File: config.mk
export PLATFORM = sky130hd
export DESIGN_NAME = servo_homing_sequencer
export DESIGN_NICKNAME = d
export VERILOG_FILES = /design/src/homing_pkg.sv /design/src/servo_homing_sequencer.sv
export SDC_FILE = /design/constraint.sdc
export NUM_CORES = 1
export LEC_CHECK = 0
export BUFFER_PORTS_ARGS = -buffer_cell sky130_fd_sc_hd__buf_2
export CAP_MARGIN = 20
export CORE_UTILIZATION = 50
export CTS_CLUSTER_DIAMETER = 120
export DETAILED_ROUTE_END_ITERATION = 8
export PLACE_DENSITY = 0.77
export REMOVE_ABC_BUFFERS = 1
export SYNTH_ARGS = -nofsm -noshare
export SYNTH_HDL_FRONTEND = slang
export SYNTH_SLANG_ARGS = --single-unit
File: constraint.sdc
create_clock -name i_clk -period 4.55 [get_ports i_clk]
set_clock_uncertainty 0.15 [all_clocks]
set_input_delay 0 -clock i_clk [delete_from_list [all_inputs] [get_ports i_clk]]
set_output_delay 0 -clock i_clk [all_outputs]
set_load 0.02 [all_outputs]
File: src/homing_pkg.sv
// package of constants and types for the servo homing sequencer
package homing_pkg;

    // ****************************************************************
    // register map (word byte addresses)
    // ****************************************************************
    localparam logic [3:0] ADDR_CTRL       = 4'h0;
    localparam logic [3:0] ADDR_METHOD     = 4'h4;
    localparam logic [3:0] ADDR_HIGH_SPEED = 4'h8;
    localparam logic [3:0] ADDR_LOW_SPEED  = 4'hC;

    localparam logic [31:0] READ_UNMAPPED  = 32'h0000_0000;

    // control register fields
    localparam int CTRL_START_BIT   = 0;
    localparam int CTRL_ABORT_BIT   = 1;
    localparam int CTRL_PRMODE_BIT  = 2;

    // status fields read back at the control address
    localparam int STAT_BUSY_BIT    = 8;
    localparam int STAT_DONE_BIT    = 9;
    localparam int STAT_ERROR_BIT   = 10;
    localparam int STAT_BADCODE_BIT = 11;

    // ****************************************************************
    // reset values and speed scaling
    // ****************************************************************
    localparam logic [15:0] HIGH_SPEED_RESET = 16'h03E8;
    localparam logic [15:0] LOW_SPEED_RESET  = 16'h00C8;
    localparam logic [5:0]  METHOD_RESET     = 6'h00;
    localparam logic [15:0] SPEED_DIVISOR    = 16'h000A;

    // method codes
    localparam logic [5:0] METHOD_LAST_LIMIT  = 6'h05;
    localparam logic [5:0] METHOD_FIRST_FWD   = 6'h06;
    localparam logic [5:0] METHOD_FIRST_REV   = 6'h0C;
    localparam logic [5:0] METHOD_LAST_SENSOR = 6'h11;
    // positioning-register mode numbering offset; value is arbitrary
    localparam logic [5:0] PR_MODE_OFFSET     = 6'h01;

    // ****************************************************************
    // types
    // ****************************************************************
    typedef enum logic [6:0]
    {
        ST_IDLE   = 7'b000_0001,
        ST_FAST   = 7'b000_0010,
        ST_MARKER = 7'b000_0100,
        ST_SECOND = 7'b000_1000,
        ST_STOP   = 7'b001_0000,
        ST_DONE   = 7'b010_0000,
        ST_ERROR  = 7'b100_0000
    } state_type;

    typedef enum logic [1:0]
    {
        MK_RETURN = 2'b00,
        MK_ONWARD = 2'b01,
        MK_NONE   = 2'b10
    } marker_type;

    typedef struct packed
    {
        logic        forward;
        logic        use_sensor;
        marker_type  marker;
        logic        reverse_on_limit;
        logic        valid;
    } method_type;

    typedef struct packed
    {
        logic        run;
        logic        forward;
        logic        decel_second;
        logic [15:0] speed_rpm;
    } motion_type;

endpackage : homing_pkg

File: src/servo_homing_sequencer.sv
// homing sequencer for a servo axis with an avalon-mm register slave
//
// The Avalon-MM slave port and the placing of the registers were left to the implementer.
`timescale 1ns/10ps

// Overview of operation
// with marker configured, after the limit keep seeking the marker and latch there
// without marker on a limit method, latch home when the limit is seen
// sequence depends only on the method, never on the start position
// code 0: forward to positive limit, back to marker, home there
// code 1: forward to positive limit, on forward to marker, home there
// code 2: forward to positive limit, home at the limit
// code 3: reverse to negative limit, back to marker, home there
// code 4: reverse to negative limit, onward to marker, home there
// code 5: reverse to negative limit, home at the limit
// high speed setting is tenths of rpm, 1000 gives 100 rpm
// low speed setting is tenths of rpm, 200 gives 20 rpm
// codes 6-11 seek sensor rising edge forward; return, onward, no marker
// codes 12-17 seek sensor rising edge reverse; return, onward, no marker
// even sensor codes: a limit during search aborts with an error
// odd sensor codes: a limit during search reverses the search
// sensor alone needs a second sensor transition before completion
// low speed phase may move forward or backward
// high speed first, low speed second
// positioning-register mode uses a different code numbering
// accelerate high, first decel on event, marker at low, second decel stop; the code leaves decel_second clear while a travel limit is active
// marker pulse comes once per motor revolution
// done flag set on latch, held until new request or error
// out-of-range codes rejected, motor stays still
module servo_homing_sequencer
#(
    parameter int POS_WIDTH = 32
)
(
    input  wire logic                   i_clk,
    input  wire logic                   i_reset_n,
    input  wire logic [3:0]             i_avs_address,
    input  wire logic                   i_avs_read,
    input  wire logic                   i_avs_write,
    input  wire logic [31:0]            i_avs_writedata,
    input  wire logic [3:0]             i_avs_byteenable,
    output logic      [31:0]            o_avs_readdata,
    output logic                        o_avs_waitrequest,
    input  wire logic                   i_positive_travel_limit,
    input  wire logic                   i_negative_travel_limit,
    input  wire logic                   i_home_sensor,
    input  wire logic                   i_marker_pulse,
    input  wire logic [POS_WIDTH-1:0]   i_encoder_position,
    output homing_pkg::motion_type      o_motion,
    output logic      [POS_WIDTH-1:0]   o_home_position,
    output logic                        o_home_latched,
    output logic                        o_homing_done,
    output logic                        o_homing_error
);

    // ****************************************************************
    // pin synchronisers
    // ****************************************************************
    logic [3:0] pin_meta_q;
    logic [3:0] pin_sync_q;
    logic [3:0] pin_prev_q;

    always_ff @(posedge i_clk or negedge i_reset_n)
    begin
        if (!i_reset_n)
        begin
            pin_meta_q <= 4'h0;
            pin_sync_q <= 4'h0;
            pin_prev_q <= 4'h0;
        end
        else
        begin
            pin_meta_q <= {i_marker_pulse, i_home_sensor,
                           i_negative_travel_limit, i_positive_travel_limit};
            pin_sync_q <= pin_meta_q;
            pin_prev_q <= pin_sync_q;
        end
    end

    logic pos_limit;
    logic neg_limit;
    logic sensor_rise;
    logic sensor_edge;
    logic marker_rise;

    assign pos_limit   = pin_sync_q[0];
    assign neg_limit   = pin_sync_q[1];
    assign sensor_rise = pin_sync_q[2] & ~pin_prev_q[2];
    assign sensor_edge = pin_sync_q[2] ^ pin_prev_q[2];
    // one marker edge per revolution is taken as one event
    assign marker_rise = pin_sync_q[3] & ~pin_prev_q[3];

    // ****************************************************************
    // registers and bus slave
    // ****************************************************************
    logic [5:0]  method_q;
    logic        pr_mode_q;
    logic [15:0] high_speed_q;
    logic [15:0] low_speed_q;
    logic        start_pulse;
    logic        abort_pulse;
    logic        wait_q;
    logic        access;
    homing_pkg::state_type state_q;
    logic        done_q;
    logic        error_q;
    logic        badcode_q;

    assign access            = i_avs_read | i_avs_write;
    // one wait cycle per access, answered on the second edge
    assign o_avs_waitrequest = access & ~wait_q;

    always_ff @(posedge i_clk or negedge i_reset_n)
    begin
        if (!i_reset_n)
            wait_q <= 1'b0;
        else
            wait_q <= access & ~wait_q;
    end
    logic wr_take;
    logic ctrl_take;
    assign wr_take     = i_avs_write & wait_q;
    assign ctrl_take   = wr_take && i_avs_address == homing_pkg::ADDR_CTRL
                         && i_avs_byteenable[0];
    assign start_pulse = ctrl_take && i_avs_writedata[homing_pkg::CTRL_START_BIT];
    assign abort_pulse = ctrl_take && i_avs_writedata[homing_pkg::CTRL_ABORT_BIT];

    always_ff @(posedge i_clk or negedge i_reset_n)
    begin
        if (!i_reset_n)
        begin
            method_q     <= homing_pkg::METHOD_RESET;
            pr_mode_q    <= 1'b0;
            high_speed_q <= homing_pkg::HIGH_SPEED_RESET;
            low_speed_q  <= homing_pkg::LOW_SPEED_RESET;
        end
        else if (wr_take)
        begin
            case (i_avs_address)
                homing_pkg::ADDR_CTRL:
                    if (i_avs_byteenable[0])
                        pr_mode_q <= i_avs_writedata[homing_pkg::CTRL_PRMODE_BIT];
                homing_pkg::ADDR_METHOD:
                    if (i_avs_byteenable[0])
                        method_q <= i_avs_writedata[5:0];
                homing_pkg::ADDR_HIGH_SPEED:
                begin
                    if (i_avs_byteenable[0])
                        high_speed_q[7:0] <= i_avs_writedata[7:0];
                    if (i_avs_byteenable[1])
                        high_speed_q[15:8] <= i_avs_writedata[15:8];
                end
                homing_pkg::ADDR_LOW_SPEED:
                begin
                    if (i_avs_byteenable[0])
                        low_speed_q[7:0] <= i_avs_writedata[7:0];
                    if (i_avs_byteenable[1])
                        low_speed_q[15:8] <= i_avs_writedata[15:8];
                end
                default: ;
            endcase
        end
    end

    logic [31:0] read_d;
    always_comb
    begin
        read_d = homing_pkg::READ_UNMAPPED;
        case (i_avs_address)
            homing_pkg::ADDR_CTRL:
            begin
                read_d[homing_pkg::CTRL_PRMODE_BIT]  = pr_mode_q;
                read_d[homing_pkg::STAT_BUSY_BIT]    = state_q != homing_pkg::ST_IDLE
                                                       && state_q != homing_pkg::ST_DONE
                                                       && state_q != homing_pkg::ST_ERROR;
                read_d[homing_pkg::STAT_DONE_BIT]    = done_q;
                read_d[homing_pkg::STAT_ERROR_BIT]   = error_q;
                read_d[homing_pkg::STAT_BADCODE_BIT] = badcode_q;
            end
            homing_pkg::ADDR_METHOD:
                read_d[5:0] = method_q;
            homing_pkg::ADDR_HIGH_SPEED:
                read_d[15:0] = high_speed_q;
            homing_pkg::ADDR_LOW_SPEED:
                read_d[15:0] = low_speed_q;
            default:
                read_d = homing_pkg::READ_UNMAPPED;
        endcase
    end

    always_ff @(posedge i_clk or negedge i_reset_n)
    begin
        if (!i_reset_n)
            o_avs_readdata <= 32'h0000_0000;
        else if (i_avs_read & ~wait_q)
            o_avs_readdata <= read_d;
    end

    // ****************************************************************
    // method decode
    // ****************************************************************
    function automatic homing_pkg::method_type decode_method(input logic [5:0] raw,
                                                             input logic       pr_mode);
        logic [5:0]             code;
        logic [5:0]             idx;
        homing_pkg::method_type m;
        code               = pr_mode ? raw - homing_pkg::PR_MODE_OFFSET : raw;
        m                  = '0;
        m.marker           = homing_pkg::MK_NONE;
        m.valid            = !(pr_mode && raw < homing_pkg::PR_MODE_OFFSET);
        if (code <= homing_pkg::METHOD_LAST_LIMIT)
        begin
            m.forward = code < 6'h03;
            idx       = m.forward ? code : code - 6'h03;
            m.marker  = homing_pkg::marker_type'(idx[1:0]);
        end
        else if (code <= homing_pkg::METHOD_LAST_SENSOR)
        begin
            m.use_sensor       = 1'b1;
            m.forward          = code < homing_pkg::METHOD_FIRST_REV;
            idx                = m.forward ? code - homing_pkg::METHOD_FIRST_FWD
                                           : code - homing_pkg::METHOD_FIRST_REV;
            m.marker           = homing_pkg::marker_type'(idx[2:1]);
            m.reverse_on_limit = idx[0];
        end
        else
            m.valid = 1'b0;
        return m;
    endfunction : decode_method

    homing_pkg::method_type method_q_lat;

    // ****************************************************************
    // sequencer
    // ****************************************************************
    logic dir_q;
    logic limit_hit;
    logic limit_ahead;
    assign limit_ahead = dir_q ? pos_limit : neg_limit;
    assign limit_hit   = pos_limit | neg_limit;
    homing_pkg::method_type decoded;
    assign decoded = decode_method(method_q,
                                   ctrl_take ? i_avs_writedata[homing_pkg::CTRL_PRMODE_BIT]
                                             : pr_mode_q);

    always_ff @(posedge i_clk or negedge i_reset_n)
    begin
        if (!i_reset_n)
        begin
            state_q      <= homing_pkg::ST_IDLE;
            dir_q        <= 1'b1;
            method_q_lat <= '0;
            badcode_q    <= 1'b0;
        end
        else if (abort_pulse)
            state_q <= homing_pkg::ST_IDLE;
        else if (start_pulse)
        begin
            // every start begins the same way whatever the axis position
            method_q_lat <= decoded;
            dir_q        <= decoded.forward;
            badcode_q    <= ~decoded.valid;
            state_q      <= decoded.valid ? homing_pkg::ST_FAST
                                          : homing_pkg::ST_IDLE;
        end
        else
        begin
            case (state_q)
                homing_pkg::ST_FAST:
                begin
                    if (!method_q_lat.use_sensor && limit_ahead)
                    begin
                        if (method_q_lat.marker == homing_pkg::MK_NONE)
                            state_q <= homing_pkg::ST_STOP;
                        else
                            state_q <= homing_pkg::ST_MARKER;
                        if (method_q_lat.marker == homing_pkg::MK_RETURN)
                            dir_q <= ~dir_q;
                    end
                    else if (method_q_lat.use_sensor && sensor_rise)
                    begin
                        if (method_q_lat.marker == homing_pkg::MK_NONE)
                            state_q <= homing_pkg::ST_SECOND;
                        else
                            state_q <= homing_pkg::ST_MARKER;
                        if (method_q_lat.marker == homing_pkg::MK_RETURN)
                            dir_q <= ~dir_q;
                    end
                    else if (limit_ahead)
                    begin
                        if (method_q_lat.reverse_on_limit)
                            dir_q <= ~dir_q;
                        else
                            state_q <= homing_pkg::ST_ERROR;
                    end
                end
                homing_pkg::ST_MARKER:
                begin
                    if (marker_rise)
                        state_q <= homing_pkg::ST_STOP;
                    else if (method_q_lat.use_sensor && limit_ahead
                             && !method_q_lat.reverse_on_limit)
                        state_q <= homing_pkg::ST_ERROR;
                end
                homing_pkg::ST_SECOND:
                begin
                    if (sensor_edge)
                        state_q <= homing_pkg::ST_STOP;
                    else if (limit_ahead && !method_q_lat.reverse_on_limit)
                        state_q <= homing_pkg::ST_ERROR;
                end
                homing_pkg::ST_STOP:
                    state_q <= homing_pkg::ST_DONE;
                homing_pkg::ST_DONE, homing_pkg::ST_ERROR, homing_pkg::ST_IDLE:
                    state_q <= state_q;
                default:
                    state_q <= homing_pkg::ST_IDLE;
            endcase
        end
    end

    // ****************************************************************
    // home latch and flags
    // ****************************************************************
    logic latch_now;
    assign latch_now = state_q == homing_pkg::ST_STOP;
    always_ff @(posedge i_clk or negedge i_reset_n)
    begin
        if (!i_reset_n)
        begin
            o_home_position <= '0;
            o_home_latched  <= 1'b0;
        end
        else
        begin
            o_home_latched <= latch_now;
            if (latch_now)
                o_home_position <= i_encoder_position;
        end
    end
    always_ff @(posedge i_clk or negedge i_reset_n)
    begin
        if (!i_reset_n)
        begin
            done_q  <= 1'b0;
            error_q <= 1'b0;
        end
        else
        begin
            if (latch_now)
                done_q <= 1'b1;
            else if (start_pulse || state_q == homing_pkg::ST_ERROR)
                done_q <= 1'b0;
            if (state_q == homing_pkg::ST_ERROR && !start_pulse)
                error_q <= 1'b1;
            else if (start_pulse)
                error_q <= 1'b0;
        end
    end

    assign o_homing_done  = done_q;
    assign o_homing_error = error_q;

    // ****************************************************************
    // motion command
    // ****************************************************************
    homing_pkg::motion_type motion_d;

    always_comb
    begin
        motion_d              = '0;
        motion_d.forward      = dir_q;
        case (state_q)
            homing_pkg::ST_FAST:
            begin
                motion_d.run       = 1'b1;
                motion_d.speed_rpm = high_speed_q / homing_pkg::SPEED_DIVISOR;
            end
            homing_pkg::ST_MARKER, homing_pkg::ST_SECOND:
            begin
                motion_d.run       = 1'b1;
                motion_d.speed_rpm = low_speed_q / homing_pkg::SPEED_DIVISOR;
            end
            homing_pkg::ST_STOP:
                motion_d.decel_second = 1'b1;
            default:
                motion_d.run = 1'b0;
        endcase
        if (limit_hit && !motion_d.run)
            motion_d.decel_second = 1'b0;
    end

    always_ff @(posedge i_clk or negedge i_reset_n)
    begin
        if (!i_reset_n)
            o_motion <= '0;
        else
            o_motion <= motion_d;
    end

endmodule : servo_homing_sequencer

### Word-level counts from Yosys, hierarchy flattened

Cells that the tools add are included.
Widths: inputs -> output; s select.

| word-level totals | value |
|---|---|
| flip-flop bits (word level) | 135 |
| bits in latches | 0 |
| memory bits (writable) | 0 |
| ROM bits | 0 |
| memories | 0 |

| cells by class | value |
|---|---|
| $add $sub $neg | 4 |
| multipliers | 0 |
| divide/modulo/power cells | 2 |
| magnitude comparators | 5 |
| equality and inequality tests | 19 |
| shift-type cells | 0 |
| multiplexer cells | 46 |
| bitwise gates (word level) | 14 |
| reduce and logical (&&, ||, !) cells | 39 |

Operator list:

| kind | count |
|---|---|
| $mux 7 | 10 |
| $pmux 7 s5 | 1 |
| $div 16x4->16 const B | 2 |
| $pmux 16 s2 | 1 |
| $mux 1 | 19 |
| $reduce_and 3->1 | 6 |
| $logic_and 1x1->1 | 14 |
| $ne 6x6->1 const B | 2 |
| $pmux 4 s3 | 1 |
| $mux 5 | 2 |
| $ne 5x5->1 const B | 2 |
| $pmux 3 s3 | 1 |
| $eq 4x4->1 const B | 2 |
| $mux 2 | 4 |
| $pmux 4 s2 | 1 |
| $reduce_bool 4->1 | 2 |
| $eq 7x1->1 const B | 1 |
| $eq 7x2->1 const B | 1 |
| $eq 7x3->1 const B | 1 |
| $eq 7x4->1 const B | 1 |
| $eq 7x5->1 const B | 1 |
| $eq 7x6->1 const B | 1 |
| $eq 7x7->1 const B | 1 |
| $ne 7x1->1 const B | 1 |
| 33 further kinds | 51 |

### Depth between registers and ports, before layout

| logic depth | value |
|---|---|
| depth after elaboration | 12 |
| mapped depth | 20 |
| mapped depth without buffers | 15 |

### Worst setup path after synthesis

Ideal clock, no wire load.

| timing path | value |
|---|---|
| path kind | reg2reg |
| start point | reg state_q[6] |
| end point | reg o_motion[0] (netlist bit) |
| data arrival time | 4109 ps |
| setup slack | 156 ps |
| cell stages (with the launch flop) | 18 |
| path buffers | 3 |
| clock period less this slack | 4394 ps |
| cells stage by stage | dfrtp_1 > buf_2 > nor4_4 > and3_1 > buf_6 > mux2_4 > maj3_2 > a221o_2 > or2_1 > buf_6 > mux2i_1 > a21o_1 > a311o_1 > o211ai_4 > mux2i_1 > mux2_2 > a211oi_2 > o22ai_2 |

RTL lines:

| item | RTL line | RTL |
|---|---|---|
| from (decl) | servo_homing_sequencer.sv:104 | `homing_pkg::state_type state_q;` |
| from (signal assigned) | servo_homing_sequencer.sv:250 | `state_q <= homing_pkg::ST_IDLE;` |
| from (signal assigned) | servo_homing_sequencer.sv:256 | `state_q <= homing_pkg::ST_IDLE;` |
| from (signal assigned) | servo_homing_sequencer.sv:263 | `state_q <= decoded.valid ? homing_pkg::ST_FAST` |
| to (signal assigned) | servo_homing_sequencer.sv:398 | `o_motion <= motion_d;` |
| to (decl) | servo_homing_sequencer.sv:49 | `output homing_pkg::motion_type o_motion,` |

==> results.cfg <==
[run_status]
status = finished clean

[power_and_ir_drop]
peakVddDrop_mv = 0.354
leakage_nw = 4.71
powerDensity_mw_per_mm2 = 496

[placement]
place_inst = 1232
dp_hpwl_microns = 15000
place_congestion = 0.922
placed_area_sq_mm = 0.00910
post-place-ws_ps = -43.5
io_buffers = 129

[floorplanning]
rows = 45
fp.dieH_microns = 129
die_area_sq_mm = 0.0165
die_x_microns = 129
initial_core_util_pct = 51.9
io_pins = 167
core_area_sq_mm = 0.0154

[timing]
final.setup.worst_slack_ps = 31.0
max-slew-margin-rel_pct = 34.6
period_needed_ps = 4520
hold_ws_ps = 15.5
max_slew.worst_pin.slew_ps = 977
setup-violations-final = 0
finalHoldViolCount = 0
fmax_mhz = 221
finalCritPeriodShare_pct = 99.3
slew_viol_final = 0
rsz0062_at_grt = true

[worst_setup_path]
cp.arrival_ps = 4720
critPathRequiredTime_ps = 4750
worstPathMaxFanout = 11
endpoint_kind = flip-flop
critPathLaunchType = flip-flop
startpoint = state_q[0]
critPathKind = reg2reg
r2r_start = state_q[0]

[clock_tree]
cts_made_buffers = 17
cts.sinks = 130
cts_tree = yes
max-clock-path-buffers = 2
clk_latency_ps = 430
cts_root_buffer = clkbuf_16
cts-htree-levels = 4
cts.clk_slew.worst_paths_ps = 60

[detailed_routing]
vias_per_cell = 5.80
vias = 7703
drt-total-wl_microns = 22600
postRouteAntennaNets = 0
wl_per_cell_microns = 17.0
drt_iter0_markers = 770
drc_errors = 0
first_pass_iters = 5

[synth]
synth-seq-cells = 130
async_reset_ff_share_pct = 100
synth_area_sq_mm = 0.00801
yosys.area.top_type = dfrtp_1
ys_seq_area_share_pct = 40.8
synth_cell_type_count = 103
synth_top_area_share_pct = 37.2
postSynthCellCount = 879
synth-main-ff-cell = dfrtp_1
synth_edf_count = 0
yosys_warnings = 0
ys_top_cells_by_area = dfrtp_1, nand2_1, mux2_2
synth.avg_cell_area_sq_um = 9.11

[final_layout]
layout_common_cells = nand2_1, buf_2, dfrtp_1
layout.cells.most_common = nand2_1
final_layout_size_suffix_gt1_share_pct = 30.9
fin_util_pct = 67.7
fin_cells = 1328
area_growth_pct = 30.4
nets = 1189
multi_input_area_sq_mm = 0.00454
nFillCells = 1217
ff_latch_area_sq_mm = 0.00327
diodes = 0
stdcell_area_sq_mm = 0.0104

[global_routing]
first_global_vias = 7387
grt-ovfl-total = 0
busiest_layer = met2
use_met3_pct = 5.24
grt_pass1_wl_microns = 35800
use_met2_pct = 47.0
grtUsageMet1_pct = 34.7
grt_usage_pct = 27.9
antenna_found_initial = 0
grt_max_degree = 81

[flow_run]
drv_cap = 0

[min_path]
hp-class = in2async
==> per-layer routing <==
layer	routed length, microns	vias up
met3	1420	68
met4	761	0
li1	-	3570
met5	0	-
met1	9510	3694
met2	10900	371
==> stage by stage <==
step,power (W),setup TNS (ps)
4_1_cts,0.00492,0
6_report,0.00517,0
3_5_place_dp,0.00354,-43.5
3_3_place_gp,0.00350,0
2_1_floorplan,0.00284,-735
5_1_grt,0.00545,-127
==> path summary, 6_finish.rpt <==
kind	to	slack [ps]	depth (start not counted)
worst max-delay path	o_motion[0]	30	16
worst min-delay path	o_home_position[21]	20	2
worst max register to register	o_motion[0]	30	16
worst min register to register	pin_sync_q[3]	200	0
max in group asynchronous	o_avs_readdata[3]	3120	3
min in group i_clk	pin_meta_q[3]	70	2
==> registers in the layout, summed over array words and instances (netlist names), 6 cells and up <==
name             count
o_motion            16
method_q             6
o_avs_readdata      16
o_home_position     32
low_speed_q         16
high_speed_q        16
state_q              7
==> layout make-up <==
cell class / count / share of cell area [%]
clock buffer: 18 / 4.11
clock inverter: 14 / 1.25
inverter: 16 / 0.575
multi-input combinational: 688 / 43.5
sequential: 130 / 31.3
tap: 211 / 2.53
timing repair buffer: 251 / 16.7
==> where the power goes <==
group,switching (W),total (W),internal (W)
Combinational,0.00137,0.00252,0.00115
Clock,0.000549,0.00130,0.000756
Sequential,0.000103,0.00135,0.00125
Total,0.00202,0.00517,0.00316
==> cell families (layout without fill, tap and decap cells) <==
logic type	Yosys count	count (layout)	synth area share [%]
flops	130	130	40.8
xor+xnor	14	14	1.53
compound gates	214	214	20.1
other cells	1	19	0.0468
simple gates	368	368	22.2
mux	65	65	8.98
buf+inv	79	299	5.20
fa+ha+maj	8	8	1.17
==> synthesized netlist by cell type (4+ instances only) <==
cell type	number
nand2_1	188
dfrtp_1	119
o21ai_0	56
nor2_1	55
mux2_2	41
a21oi_1	33
clkbuf_1	27
buf_4	22
mux2i_1	22
nand3_1	21
inv_1	16
nor3_1	16
a22oi_1	15
nand2b_1	13
nor2b_1	12
dfstp_2	11
xnor2_1	10
nand4_1	9
a31oi_1	8
a22o_1	7
buf_2	6
a21o_1	5
a32o_1	5
and2_1	5
ha_1	5
nor3b_1	5
a211oi_1	4
and3_1	4
buf_1	4
buf_6	4
o2111ai_1	4
o211ai_1	4
o21a_1	4
o22ai_1	4
or3_1	4
xor2_1	4
==> worst max-delay path, stage by stage (launching register included) <==
cell and delay [ps]:
dfstp_2 400, nor4_4 330, and3_4 260, buf_12 150
mux2_4 320, maj3_2 300, a221o_2 440, nor2_8 180
buf_4 150, o22ai_1 100, and4_1 230, nor4_2 380
a32oi_2 180, and2_4 210, or3_1 360, and4_4 190
o22ai_2 100
==> timing repair <==
item                                    CTS  global route
gates resized for setup                   6            24
buffers inserted                          0             6
pin swaps                                 0            13
hold buffers                             58             0
endpoints found under the setup margin    1             3
endpoints found under the hold margin   180             0
Note: power is estimated with default switching activity, not from simulation.
